## config.mk

```make
export PLATFORM = sky130hd
export DESIGN_NAME = epti_top
export DESIGN_NICKNAME = d
export VERILOG_FILES = /design/src/epti_pkg.sv /design/src/epti_top.sv /design/src/epti_pin_sync.sv
export SDC_FILE = /design/constraint.sdc
export NUM_CORES = 1
export LEC_CHECK = 0
export BUFFER_PORTS_ARGS = -buffer_cell sky130_fd_sc_hd__buf_2
export CAP_MARGIN = 0
export CORE_ASPECT_RATIO = 1.25
export CORE_MARGIN = 8
export CORE_UTILIZATION = 55
export CTS_CLUSTER_DIAMETER = 120
export DETAILED_ROUTE_END_ITERATION = 10
export PLACE_DENSITY = 0.78
export SLEW_MARGIN = 5
export SYNTH_ARGS = -nofsm -noshare
export SYNTH_HDL_FRONTEND = slang
export SYNTH_HIERARCHICAL = 1
export SYNTH_SLANG_ARGS = --single-unit
```

## constraint.sdc

```tcl
create_clock -name pclk -period 3.31 [get_ports pclk]
set_input_delay 0.4965 -clock pclk [delete_from_list [all_inputs] [get_ports pclk]]
set_output_delay 0.4965 -clock pclk [all_outputs]
set_load 0.005 [all_outputs]
```

## src/epti_pkg.sv

```systemverilog
package epti_pkg;

    // Register byte addresses on the APB bus
    localparam logic [7:0] ADDR_CTRL   = 8'h00;
    localparam logic [7:0] ADDR_PIE    = 8'h04;
    localparam logic [7:0] ADDR_PIR    = 8'h08;
    localparam logic [7:0] ADDR_EDGE   = 8'h0c;
    localparam logic [7:0] ADDR_CHGSEL = 8'h10;
    localparam logic [7:0] ADDR_ANASEL = 8'h14;
    localparam logic [7:0] ADDR_TIMER  = 8'h18;
    localparam logic [7:0] ADDR_PORT   = 8'h1c;

    // Reset values
    localparam logic [7:0] CTRL_RST    = 8'h00;
    localparam logic [7:0] PIE_RST     = 8'h00;
    localparam logic [7:0] PIR_RST     = 8'h00;
    localparam logic       EDGE_RST    = 1'b1;
    localparam logic [5:0] CHGSEL_RST  = 6'h00;
    localparam logic [5:0] ANASEL_RST  = 6'h3f;
    localparam logic [7:0] TIMER_RST   = 8'h00;

    // Port and core geometry
    localparam int         PIN_N       = 6;
    localparam int         INT_PIN     = 2;
    localparam int         PC_W        = 13;
    localparam int         SP_W        = 3;
    localparam logic [PC_W-1:0] IRQ_VECTOR = 13'h0004;
    localparam logic [7:0] TIMER_MAX   = 8'hff;
    localparam logic [7:0] TIMER_ONE   = 8'h01;
    localparam logic [SP_W-1:0] SP_ONE = 3'h1;
    localparam logic [SP_W-1:0] SP_RST = 3'h0;
    localparam logic [6:0] COMMON_LIMIT = 7'h10;
    localparam logic [1:0] COMMON_BANK  = 2'h0;
    localparam logic [23:0] RD_PAD      = 24'h000000;
    localparam logic [1:0]  PIN_PAD     = 2'h0;
    localparam logic [6:0]  EDGE_PAD    = 7'h00;

    // Instruction cycle phases, Gray coded
    typedef enum logic [1:0] {
        EPTI_Q1 = 2'b00,
        EPTI_Q2 = 2'b01,
        EPTI_Q3 = 2'b11,
        EPTI_Q4 = 2'b10
    } epti_phase_t;

    // Layout of the interrupt control register, bit 7 down to bit 0
    typedef struct packed {
        logic global_irq_enable;
        logic peripheral_group_enable;
        logic timer_overflow_enable;
        logic pin_irq_enable;
        logic port_change_enable;
        logic timer_overflow_flag;
        logic pin_irq_flag;
        logic port_change_flag;
    } epti_ctrl_t;

endpackage

```

## src/epti_top.sv

```systemverilog
`timescale 1ns/1ps
module epti_top (
    // Clock and reset
    input  wire logic                       pclk,
    input  wire logic                       presetn,
    // APB slave
    input  wire logic                       psel,
    input  wire logic                       penable,
    input  wire logic                       pwrite,
    input  wire logic [7:0]                 paddr,
    input  wire logic [31:0]                pwdata,
    output logic      [31:0]                prdata,
    output logic                            pready,
    output logic                            pslverr,
    // Port pins and peripheral events
    input  wire logic [epti_pkg::PIN_N-1:0] port_pins,
    input  wire logic [7:0]                 periph_event,
    // Processor core
    input  wire logic                       core_sleep,
    input  wire logic                       core_irq_ack,
    input  wire logic                       core_irq_ret,
    input  wire logic [epti_pkg::PC_W-1:0]  core_ret_pc,
    input  wire logic [1:0]                 core_bank,
    input  wire logic [6:0]                 core_offset,
    output logic                            irq_request,
    output logic                            wake_request,
    output logic                            pc_load,
    output logic      [epti_pkg::PC_W-1:0]  pc_value,
    output logic      [8:0]                 phys_addr
);

    function automatic logic addr_is(input logic [7:0] a,
                                     input logic [7:0] off);
        addr_is = (a == off);
    endfunction

    // Register state
    epti_pkg::epti_ctrl_t          ctrl_r;
    epti_pkg::epti_ctrl_t          ctrl_nxt;
    logic [7:0]                    pie_r;
    logic [7:0]                    pir_r;
    logic [7:0]                    pir_nxt;
    logic                          edge_sel_r;
    logic [epti_pkg::PIN_N-1:0]    chg_sel_r;
    logic [epti_pkg::PIN_N-1:0]    ana_sel_r;
    logic [7:0]                    timer_r;
    logic [7:0]                    timer_nxt;
    logic [epti_pkg::PIN_N-1:0]    chg_latch_r;
    epti_pkg::epti_phase_t         phase_r;
    epti_pkg::epti_phase_t         phase_nxt;
    logic                          int_prev_r;
    logic                          int_pend_r;
    logic                          sleep_prev_r;
    logic                          wake_arm_r;
    logic [epti_pkg::SP_W-1:0]     sp_r;
    logic [epti_pkg::PC_W-1:0]     stack_mem [0:(1<<epti_pkg::SP_W)-1];
    logic [31:0]                   prdata_r;
    logic                          pc_load_r;
    logic [epti_pkg::PC_W-1:0]     pc_value_r;

    // APB decode
    wire       wr_acc    = psel & penable & pwrite;
    wire       rd_setup  = psel & ~penable & ~pwrite;
    wire       hit_ctrl  = addr_is(paddr, epti_pkg::ADDR_CTRL);
    wire       hit_pie   = addr_is(paddr, epti_pkg::ADDR_PIE);
    wire       hit_pir   = addr_is(paddr, epti_pkg::ADDR_PIR);
    wire       hit_edge  = addr_is(paddr, epti_pkg::ADDR_EDGE);
    wire       hit_chg   = addr_is(paddr, epti_pkg::ADDR_CHGSEL);
    wire       hit_ana   = addr_is(paddr, epti_pkg::ADDR_ANASEL);
    wire       hit_tmr   = addr_is(paddr, epti_pkg::ADDR_TIMER);
    wire       hit_port  = addr_is(paddr, epti_pkg::ADDR_PORT);
    wire       addr_hit  = hit_ctrl | hit_pie | hit_pir | hit_edge |
                           hit_chg | hit_ana | hit_tmr | hit_port;
    wire       wr_ctrl   = wr_acc & hit_ctrl;
    wire       wr_pir    = wr_acc & hit_pir;
    wire       wr_tmr    = wr_acc & hit_tmr;
    wire       port_read = rd_setup & hit_port;

    // Synchronised port levels
    logic [epti_pkg::PIN_N-1:0] pin_lvl;
    genvar g;
    generate
        for (g = 0; g < epti_pkg::PIN_N; g++) begin : g_sync
            epti_pin_sync u_sync (
                .clk       (pclk),
                .rst_n     (presetn),
                .pin_in    (port_pins[g]),
                .level_out (pin_lvl[g])
            );
        end
    endgenerate

    // Analog pins read as zero; change logic sees the same digital view
    wire [epti_pkg::PIN_N-1:0] port_dig = pin_lvl & ~ana_sel_r;

    // Instruction cycle phase sequencer
    always_comb begin
        unique case (phase_r)
            epti_pkg::EPTI_Q1: phase_nxt = epti_pkg::EPTI_Q2;
            epti_pkg::EPTI_Q2: phase_nxt = epti_pkg::EPTI_Q3;
            epti_pkg::EPTI_Q3: phase_nxt = epti_pkg::EPTI_Q4;
            epti_pkg::EPTI_Q4: phase_nxt = epti_pkg::EPTI_Q1;
        endcase
    end
    wire inst_end   = (phase_r == epti_pkg::EPTI_Q4);
    wire int_window = (phase_r == epti_pkg::EPTI_Q4) |
                      (phase_r == epti_pkg::EPTI_Q1);

    // External pin edge; an edge outside Q4-Q1 waits for the next window
    wire int_lvl    = pin_lvl[epti_pkg::INT_PIN];
    wire int_rise   = int_lvl & ~int_prev_r;
    wire int_fall   = ~int_lvl & int_prev_r;
    wire int_edge   = edge_sel_r ? int_rise : int_fall;
    wire edge_set   = (int_edge | int_pend_r) & int_window;
    wire int_pend_n = (int_edge | int_pend_r) & ~int_window;

    // Port change; a read in the same cycle re-arms the latch and may mask it
    wire chg_diff = |((port_dig ^ chg_latch_r) & chg_sel_r);
    wire port_set = chg_diff & ~port_read;

    // Timer rollover
    wire tmr_ovf = inst_end & (timer_r == epti_pkg::TIMER_MAX) & ~wr_tmr;
    assign timer_nxt = wr_tmr   ? pwdata[7:0] :
                       inst_end ? timer_r + epti_pkg::TIMER_ONE : timer_r;

    // Flag and enable updates: events OR in after the software write
    always_comb begin
        ctrl_nxt = wr_ctrl ? epti_pkg::epti_ctrl_t'(pwdata[7:0]) : ctrl_r;
        ctrl_nxt.pin_irq_flag = ctrl_nxt.pin_irq_flag | edge_set;
        ctrl_nxt.timer_overflow_flag =
            ctrl_nxt.timer_overflow_flag | tmr_ovf;
        ctrl_nxt.port_change_flag =
            ctrl_nxt.port_change_flag | port_set;
        if (core_irq_ack) begin
            ctrl_nxt.global_irq_enable = 1'b0;
        end else if (core_irq_ret) begin
            ctrl_nxt.global_irq_enable = 1'b1;
        end
    end
    assign pir_nxt = (wr_pir ? pwdata[7:0] : pir_r) | periph_event;

    // Request qualification
    wire peri_req  = ctrl_r.peripheral_group_enable & |(pir_r & pie_r);
    wire pin_req   = ctrl_r.pin_irq_flag & ctrl_r.pin_irq_enable;
    wire tmr_req   = ctrl_r.timer_overflow_flag &
                     ctrl_r.timer_overflow_enable;
    wire chg_req   = ctrl_r.port_change_flag & ctrl_r.port_change_enable;
    wire any_req   = pin_req | tmr_req | chg_req | peri_req;
    // A pending flag must be cleared before re-enable or it re-requests
    assign irq_request = ctrl_r.global_irq_enable & any_req;

    // Wake ignores the global enable; the core then branches only on request
    wire wake_pin = ctrl_r.pin_irq_flag & wake_arm_r;
    assign wake_request = core_sleep & (wake_pin | tmr_req | chg_req |
                                        peri_req);

    // Common low bytes alias bank zero
    assign phys_addr = (core_offset < epti_pkg::COMMON_LIMIT) ?
                       {epti_pkg::COMMON_BANK, core_offset} :
                       {core_bank, core_offset};

    // Read mux
    wire [7:0] rd_byte =
        hit_ctrl ? ctrl_r :
        hit_pie  ? pie_r :
        hit_pir  ? pir_r :
        hit_edge ? {epti_pkg::EDGE_PAD, edge_sel_r} :
        hit_chg  ? {epti_pkg::PIN_PAD, chg_sel_r} :
        hit_ana  ? {epti_pkg::PIN_PAD, ana_sel_r} :
        hit_tmr  ? timer_r :
        hit_port ? {epti_pkg::PIN_PAD, port_dig} : 8'h00;

    // Zero wait states; data is captured in the setup cycle
    assign pready  = 1'b1;
    assign pslverr = psel & penable & ~addr_hit;
    assign prdata  = prdata_r;
    assign pc_load  = pc_load_r;
    assign pc_value = pc_value_r;

    always_ff @(posedge pclk or negedge presetn) begin
        if (!presetn) begin
            ctrl_r     <= epti_pkg::epti_ctrl_t'(epti_pkg::CTRL_RST);
            pir_r      <= epti_pkg::PIR_RST;
            timer_r    <= epti_pkg::TIMER_RST;
            phase_r    <= epti_pkg::EPTI_Q1;
            int_prev_r <= 1'b0;
            int_pend_r <= 1'b0;
        end else begin
            ctrl_r     <= ctrl_nxt;
            pir_r      <= pir_nxt;
            timer_r    <= timer_nxt;
            phase_r    <= phase_nxt;
            int_prev_r <= int_lvl;
            int_pend_r <= int_pend_n;
        end
    end

    always_ff @(posedge pclk or negedge presetn) begin
        if (!presetn) begin
            pie_r      <= epti_pkg::PIE_RST;
            edge_sel_r <= epti_pkg::EDGE_RST;
            chg_sel_r  <= epti_pkg::CHGSEL_RST;
            ana_sel_r  <= epti_pkg::ANASEL_RST;
        end else if (wr_acc) begin
            if (hit_pie)  pie_r      <= pwdata[7:0];
            if (hit_edge) edge_sel_r <= pwdata[0];
            if (hit_chg)  chg_sel_r  <= pwdata[epti_pkg::PIN_N-1:0];
            if (hit_ana)  ana_sel_r  <= pwdata[epti_pkg::PIN_N-1:0];
        end
    end

    // Port read re-arms the change comparison, as on the real port latch
    always_ff @(posedge pclk or negedge presetn) begin
        if (!presetn) begin
            chg_latch_r <= '0;
            prdata_r    <= 32'h00000000;
        end else if (rd_setup) begin
            prdata_r <= {epti_pkg::RD_PAD, rd_byte};
            if (hit_port) chg_latch_r <= port_dig;
        end
    end

    // Pin enable is frozen on sleep entry so later writes cannot arm a wake
    always_ff @(posedge pclk or negedge presetn) begin
        if (!presetn) begin
            sleep_prev_r <= 1'b0;
            wake_arm_r   <= 1'b0;
        end else begin
            sleep_prev_r <= core_sleep;
            if (core_sleep & ~sleep_prev_r) begin
                wake_arm_r <= ctrl_r.pin_irq_enable;
            end
        end
    end

    // Return stack; only the return address is kept, and it wraps when full
    always_ff @(posedge pclk or negedge presetn) begin
        if (!presetn) begin
            sp_r       <= epti_pkg::SP_RST;
            pc_load_r  <= 1'b0;
            pc_value_r <= '0;
        end else begin
            pc_load_r <= core_irq_ack | core_irq_ret;
            if (core_irq_ack) begin
                sp_r       <= sp_r + epti_pkg::SP_ONE;
                pc_value_r <= epti_pkg::IRQ_VECTOR;
            end else if (core_irq_ret) begin
                sp_r       <= sp_r - epti_pkg::SP_ONE;
                pc_value_r <= stack_mem[sp_r - epti_pkg::SP_ONE];
            end
        end
    end

    always_ff @(posedge pclk) begin
        if (core_irq_ack) begin
            stack_mem[sp_r] <= core_ret_pc;
        end
    end
endmodule

```

## src/epti_pin_sync.sv

```systemverilog
`timescale 1ns/1ps
module epti_pin_sync (
    // Clock and reset
    input  wire logic clk,
    input  wire logic rst_n,
    // Asynchronous pin and its filtered level
    input  wire logic pin_in,
    output logic      level_out
);
    logic s1_r;
    logic s2_r;
    logic s3_r;

    // A change only counts once two late stages agree, masking one-off glitches
    always_ff @(posedge clk or negedge rst_n) begin
        if (!rst_n) begin
            s1_r      <= 1'b0;
            s2_r      <= 1'b0;
            s3_r      <= 1'b0;
            level_out <= 1'b0;
        end else begin
            s1_r <= pin_in;
            s2_r <= s1_r;
            s3_r <= s2_r;
            if (s2_r == s3_r) begin
                level_out <= s3_r;
            end
        end
    end
endmodule

```

==> After elaboration in Yosys (flattened, before gate mapping) <==
Memory sizes are Yosys's and may differ from the RTL's.
Index checks and enable logic that the tools add are counted.
Widths: inputs -> output; s select.
{ "word_totals": {"word_cells": 163, "output_inout_bits": 59, "regBits": 106, "inputBits": 84, "ramBits": 104, "mem_count": 1} }
{ "mem_list": {"columns": ["name", "words", "width", "read_ports", "rd_clocked_by_memory_dff", "write_ports", "line", "text"], "rows": [
  ["stack_mem", 8, 13, 1, 0, 1, "epti_top.sv:56", "logic [epti_pkg::PC_W-1:0] stack_mem [0:(1<<epti_pkg::SP_W)-1];"]
]} }
{ "classes": {"mux": 23, "n_addsub": 3, "bitwise_logic": 58, "n_eq_ne": 17, "magnitude_cmp": 1, "reduce_logical": 12} }
{ "ops": {"columns": ["operator", "count"], "rows": [
  ["$mux 8", 11],
  ["$eq 8x5->1 const B", 4],
  ["$mux 13", 2],
  ["$and 1x1->1", 24],
  ["$or 1x1->1", 19],
  ["$eq 8x4->1 const B", 2],
  ["$and 6x6->6", 2],
  ["$reduce_and 2->1", 5],
  ["$mux 9", 1],
  ["$not 1->1", 9],
  ["$add 8x1->8 const B", 1],
  ["$and 8x8->8", 1],
  ["$eq 8x3->1 const B", 1],
  ["$eq 8x8->1 const B", 1],
  ["$logic_not 8->1", 1],
  ["$or 8x8->8", 1],
  ["$pmux 2 s4", 1],
  ["$reduce_or 8->1", 1],
  ["$lt 7x5->1 const B", 1],
  ["$eq 1x1->1", 6],
  ["$mux 3", 2],
  ["$mux 6", 1],
  ["$not 6->6", 1],
  ["$reduce_or 6->1", 1],
  ["9 further kinds", 15]
]} }

==> Longest topological paths before layout <==
{ "logic_depth": {"word_depth": 10, "mapped_depth": 9, "mapped_depth_nobuf": 5} }

==> Cells and area by module <==
The synthesis kept the hierarchy.
{ "modules_own_cells": {"columns": ["module", "instances", "cells_each", "seq_area_each_um2", "area_each_um2"], "rows": [
  ["epti_top", 1, 603, 5183.7, 8250.4],
  ["epti_pin_sync", 6, 5, 100.1, 111.4]
]} }

==> Worst setup path before layout <==
Ideal clock, no wire load.
{ "synth_timing": {"kind": "flip-flop to flip-flop", "start": "register sp_r[0] (netlist bit)", "end": "register pc_value_r, in the netlist pc_value[10]", "setup_time_ps": 99, "path_stages_with_launch": 10, "arrival_time_ps": 2498, "n_path_buf": 4, "slack_ps": 713, "t_required_ps": 3211, "period_less_slack_ps": 2597, "cell_sequence": "dfrtp_1 > buf_2 > buf_2 > inv_1 > ha_1 > clkbuf_1 > buf_1 > mux4_2 > nand2_1 > a311oi_1"} }
{ "synth_via": {"elab_chain_len": 4} }
{ "synth_lines": {"columns": ["element", "line", "text"], "rows": [
  ["from (decl)", "epti_top.sv:55", "logic [epti_pkg::SP_W-1:0] sp_r;"],
  ["from (signal assigned)", "epti_top.sv:239", "sp_r <= epti_pkg::SP_RST;"],
  ["from (signal assigned)", "epti_top.sv:245", "sp_r <= sp_r + epti_pkg::SP_ONE;"],
  ["from (signal assigned)", "epti_top.sv:248", "sp_r <= sp_r - epti_pkg::SP_ONE;"],
  ["$sub 3x1->3", "epti_top.sv:249", "pc_value_r <= stack_mem[sp_r - epti_pkg::SP_ONE];"],
  ["$mem_v2 8x13", null, null],
  ["$mux 13", "epti_top.sv:247", "end else if (core_irq_ret) begin"],
  ["$mux 13", "epti_top.sv:244", "if (core_irq_ack) begin"],
  ["to (signal assigned)", "epti_top.sv:246", "pc_value_r <= epti_pkg::IRQ_VECTOR;"],
  ["to (signal assigned)", "epti_top.sv:249", null],
  ["to (decl)", "epti_top.sv:59", "logic [epti_pkg::PC_W-1:0] pc_value_r;"]
]} }
Every way passes these cells. The select of a mux whose other input is x is not followed.
A chain may end at the register's enable or synchronous reset.

==> Final worst setup path <==
{ "layout_timing": {"start": "register sp_r[1] (netlist bit)", "end": "register pc_value_r, in the netlist pc_value[3]"} }
Same word-level chain as after synthesis.

==> results by group <==
STA
  – Final setup vio count: 0
  – Hold_ws: 0.0616 ns
  – Worst Skew: around 0.015 ns
  – Final Slew Violations: 0
  – Worst-margin pin slew: 0.818 ns
  – Fmax: a little over 0.4 GHz
  – Final Cycle Share: approximately 73%
  – Final Hold Violating Endpoints: 0
  – Fin crit period: around 2.4 ns
  – Final setup TNS: 0 ns
  – RSZ-0062 raised after global routing: no
  – Final worst setup slack: between 0.9 and 1 ns
  – Max_slew headroom: around 45%

Route
  – ANT nets after route: 0
  – Wire length per cell: roughly 21 microns
  – Post-Route M1 WL: ~7.4 mm
  – Detailed Route Iter0 Violations: between 300 and 400
  – Vias: between 5000 and 6000
  – WL final: roughly 20 mm
  – Router iterations before antenna repair: 6
  – Met2 Wirelength: 10.5 mm
  – DRC: 0
  – Top Layer Used: met4
  – Vias per cell: approximately 5.7
  – Met3 Routed Length: between 1 and 1.5 mm

Floorplanning
  – Die extent in x: 130 microns
  – Initial Util: between 50 and 60%
  – Floorplan row count: 52
  – Chip height: roughly 160 microns
  – Die ar.: a little over 20000 sq um
  – Core footprint: ~16000 sq um
  – Num ports: between 100 and 150

Place
  – DP Cell Count: roughly 910
  – Final HPWL DP: around 14 mm
  – Setup Slack @ Placement: between 0.8 and 0.9 ns
  – Placed Area: ~9500 sq um
  – Placer Congestion: around 0.89
  – Port Buf Inserts: between 80 and 90

Yosys
  – Synth top area share: 35.0%
  – Post-synth EDFFs: between 100 and 150
  – Async set or reset register ratio after synthesis: 50.5%
  – Yosys reg bits: 210
  – Mapped Avg Cell Area: about 14 sq um
  – Top cell type by total area after synthesis: edfxtp_1
  – Seq/Total Area, Yosys: ~65%
  – Gate count of the mapped netlist: about 630
  – YS warnings: 6
  – Cell with the most instances after synthesis: edfxtp_1
  – Synth cell count leaders: edfxtp_1 (104), dfrtp_1 (99), nand2_1 (67)
  – Cell area after synthesis: slightly below 9000 sq um
  – Synth unique cells: between 50 and 60
  – Top cells by area, synth: edfxtp_1 (35%), dfrtp_1 (28%), mux4_2 (7.6%)
  – Ys flop type: edfxtp_1

Critical path
  – CP peak stage delay: 0.74 ns
  – Req. time, crit path: between 3 and 4 ns
  – CP arrival: 2.74 ns
  – Critical path's top delay family: adder cells
  – Worst-path cell chain: inv_1 -> ha_1 -> buf_4 -> mux4_2 -> nand2_1 -> a311oi_1
  – Crit-path slowest cell: ha_1
  – Crit path buf inv count: 2
  – Crit path launch type: flip-flop
  – Setup crit end kind: flip-flop
  – Critical path class: reg2reg
  – CP Max Fanout: 15

Clocking
  – Clk root buf: clkbuf_16
  – Clk sinks: 210
  – Number of CTS-inserted buffers: 22
  – CTS H-tree lvls: 1
  – Hold Buf Count CTS: 0
  – Post-CTS setup buffers: 0
  – Worst-path clk slew: about 0.060 ns
  – CTS tree: built
  – Max clock buf depth: 3
  – Skew-Pair Late Insertion Delay: 0.50 ns
  – Post-CTS Resized: 0

Layout
  – Finished Layout Cells: between 900 and 1000
  – Design Area, Final: ~10000 sq um
  – Util after Layout: 63.9%
  – Share of layout cells above drive strength 1: 29.3%
  – N_diodes: 0
  – Area Growth Syn to Fin: 14.7%
  – Nets: 808

Run status
  – Outcome: completed

Global routing
  – Tot GR Track Use: 20.0%
  – Initial antenna violation count: 0
  – First-pass GRT wire length: around 31 mm
  – Grt ovf: 0
  – Vias in the first global route: 5799
  – Pin count of the biggest net entering global routing: 57

Pwr
  – Total chip power: approximately 7.4 mW
  – Pwr dens: approximately 730 nW/um^2
  – Leakage: around 4.1 nW
  – Peak VDD IR: 0.626 mV

Min path
  – Min-Delay Path Class: in2async

Flow run
  – Max cap viols: 0
[cell type report]
class                      count  area [sq um]
multi-input combinational    374          2830
tap                          216           270
timing repair buffer         103           576
fill                        1245          5780
clock buffer                  29           598
clock inverter                11           134
sequential                   210          5790
inverter                      10          37.5
[layer usage]
metal,GRT usage [%],vias to the layer above
met5,0,-
met4,9.76,0
met3,3.45,52
met2,35.7,208
met1,22.8,2766
li1,-,2450
[flip-flops by register name (all words and copies together) (netlist names), 8 cells and up]
name,count
prdata,8
ctrl_r,8
pc_value,13
pir_r,8
pie_r,8
timer_r,8
stack_mem,104
[worst paths after layout]
| path | to | slack, ns | startpoint | depth (start not counted) |
|---|---|---|---|---|
| worst max-delay path | pc_value[3]$_DFFE_PN0P_ | 0.91 | sp_r[1]$_DFFE_PN0P_ | 6 |
| worst min-delay path | g_sync[3].u_sync/s3_r$_DFF_PN0_ | 0.06 | presetn | 1 |
| worst max register to register | pc_value[3]$_DFFE_PN0P_ | 0.91 | sp_r[1]$_DFFE_PN0P_ | 6 |
| worst min register to register | g_sync[3].u_sync/s2_r$_DFF_PN0_ | 0.34 | g_sync[3].u_sync/s1_r$_DFF_PN0_ | 0 |
| max in group asynchronous | ana_sel_r[2]$_DFFE_PN1P_ | 2.46 | presetn | 2 |
| min in group pclk | g_sync[0].u_sync/s1_r$_DFF_PN0_ | 0.10 | port_pins[0] | 1 |
[cell usage in the layout (no fill, tap or decap), types with 7 or more instances in the layout]
| cell type | count |
|---|---|
| edfxtp_1 | 104 |
| dfrtp_1 | 98 |
| buf_2 | 84 |
| nand2_1 | 67 |
| nor2_1 | 37 |
| mux4_2 | 30 |
| mux2_2 | 29 |
| conb_1 | 25 |
| nand3_1 | 24 |
| clkbuf_16 | 23 |
| a21oi_1 | 21 |
| buf_4 | 18 |
| a311oi_1 | 12 |
| nor2b_1 | 11 |
| o21ai_0 | 11 |
| nand3b_1 | 10 |
| inv_1 | 10 |
| xnor2_1 | 10 |
| a22oi_1 | 8 |
| nand2b_1 | 7 |
| xor2_1 | 7 |
| dfstp_2 | 7 |
[cells by family (layout without fill, tap and decap cells)]
logic type | after synthesis | after routing | share of synthesized area (%)
adder cells (fa/ha/maj) | 9 | 9 | 1.18
AND/OR/NAND/NOR | 182 | 182 | 10.1
buffers and inverters | 72 | 153 | 4.52
AO/OA/AOI/OAI | 78 | 78 | 5.86
multiplexers | 63 | 63 | 11.7
flip-flops | 210 | 210 | 64.9
other | 2 | 25 | 0.0842
XOR/XNOR | 17 | 17 | 1.67
[worst register-to-register path, delay by kind of cell, from the launching register on]
family,cells,cell delay [ns]
muxes,1,0.34
AOI/OAI and AO/OA,1,0.09
and+or+nand+nor,1,0.08
buffers and inverters,2,0.49
DFF,1,0.49
adders and majority gates,1,0.74
[power breakdown]
| group | internal (mW) | total, mW | leakage (nW) | switching, mW |
|---|---|---|---|---|
| Clock | 1.51 | 2.47 | 0.354 | 0.966 |
| Combinational | 0.770 | 1.73 | 1.55 | 0.956 |
| Sequential | 3.07 | 3.22 | 2.23 | 0.153 |
| Total | 5.35 | 7.42 | 4.14 | 2.08 |
(Power assumes the default switching activity.)
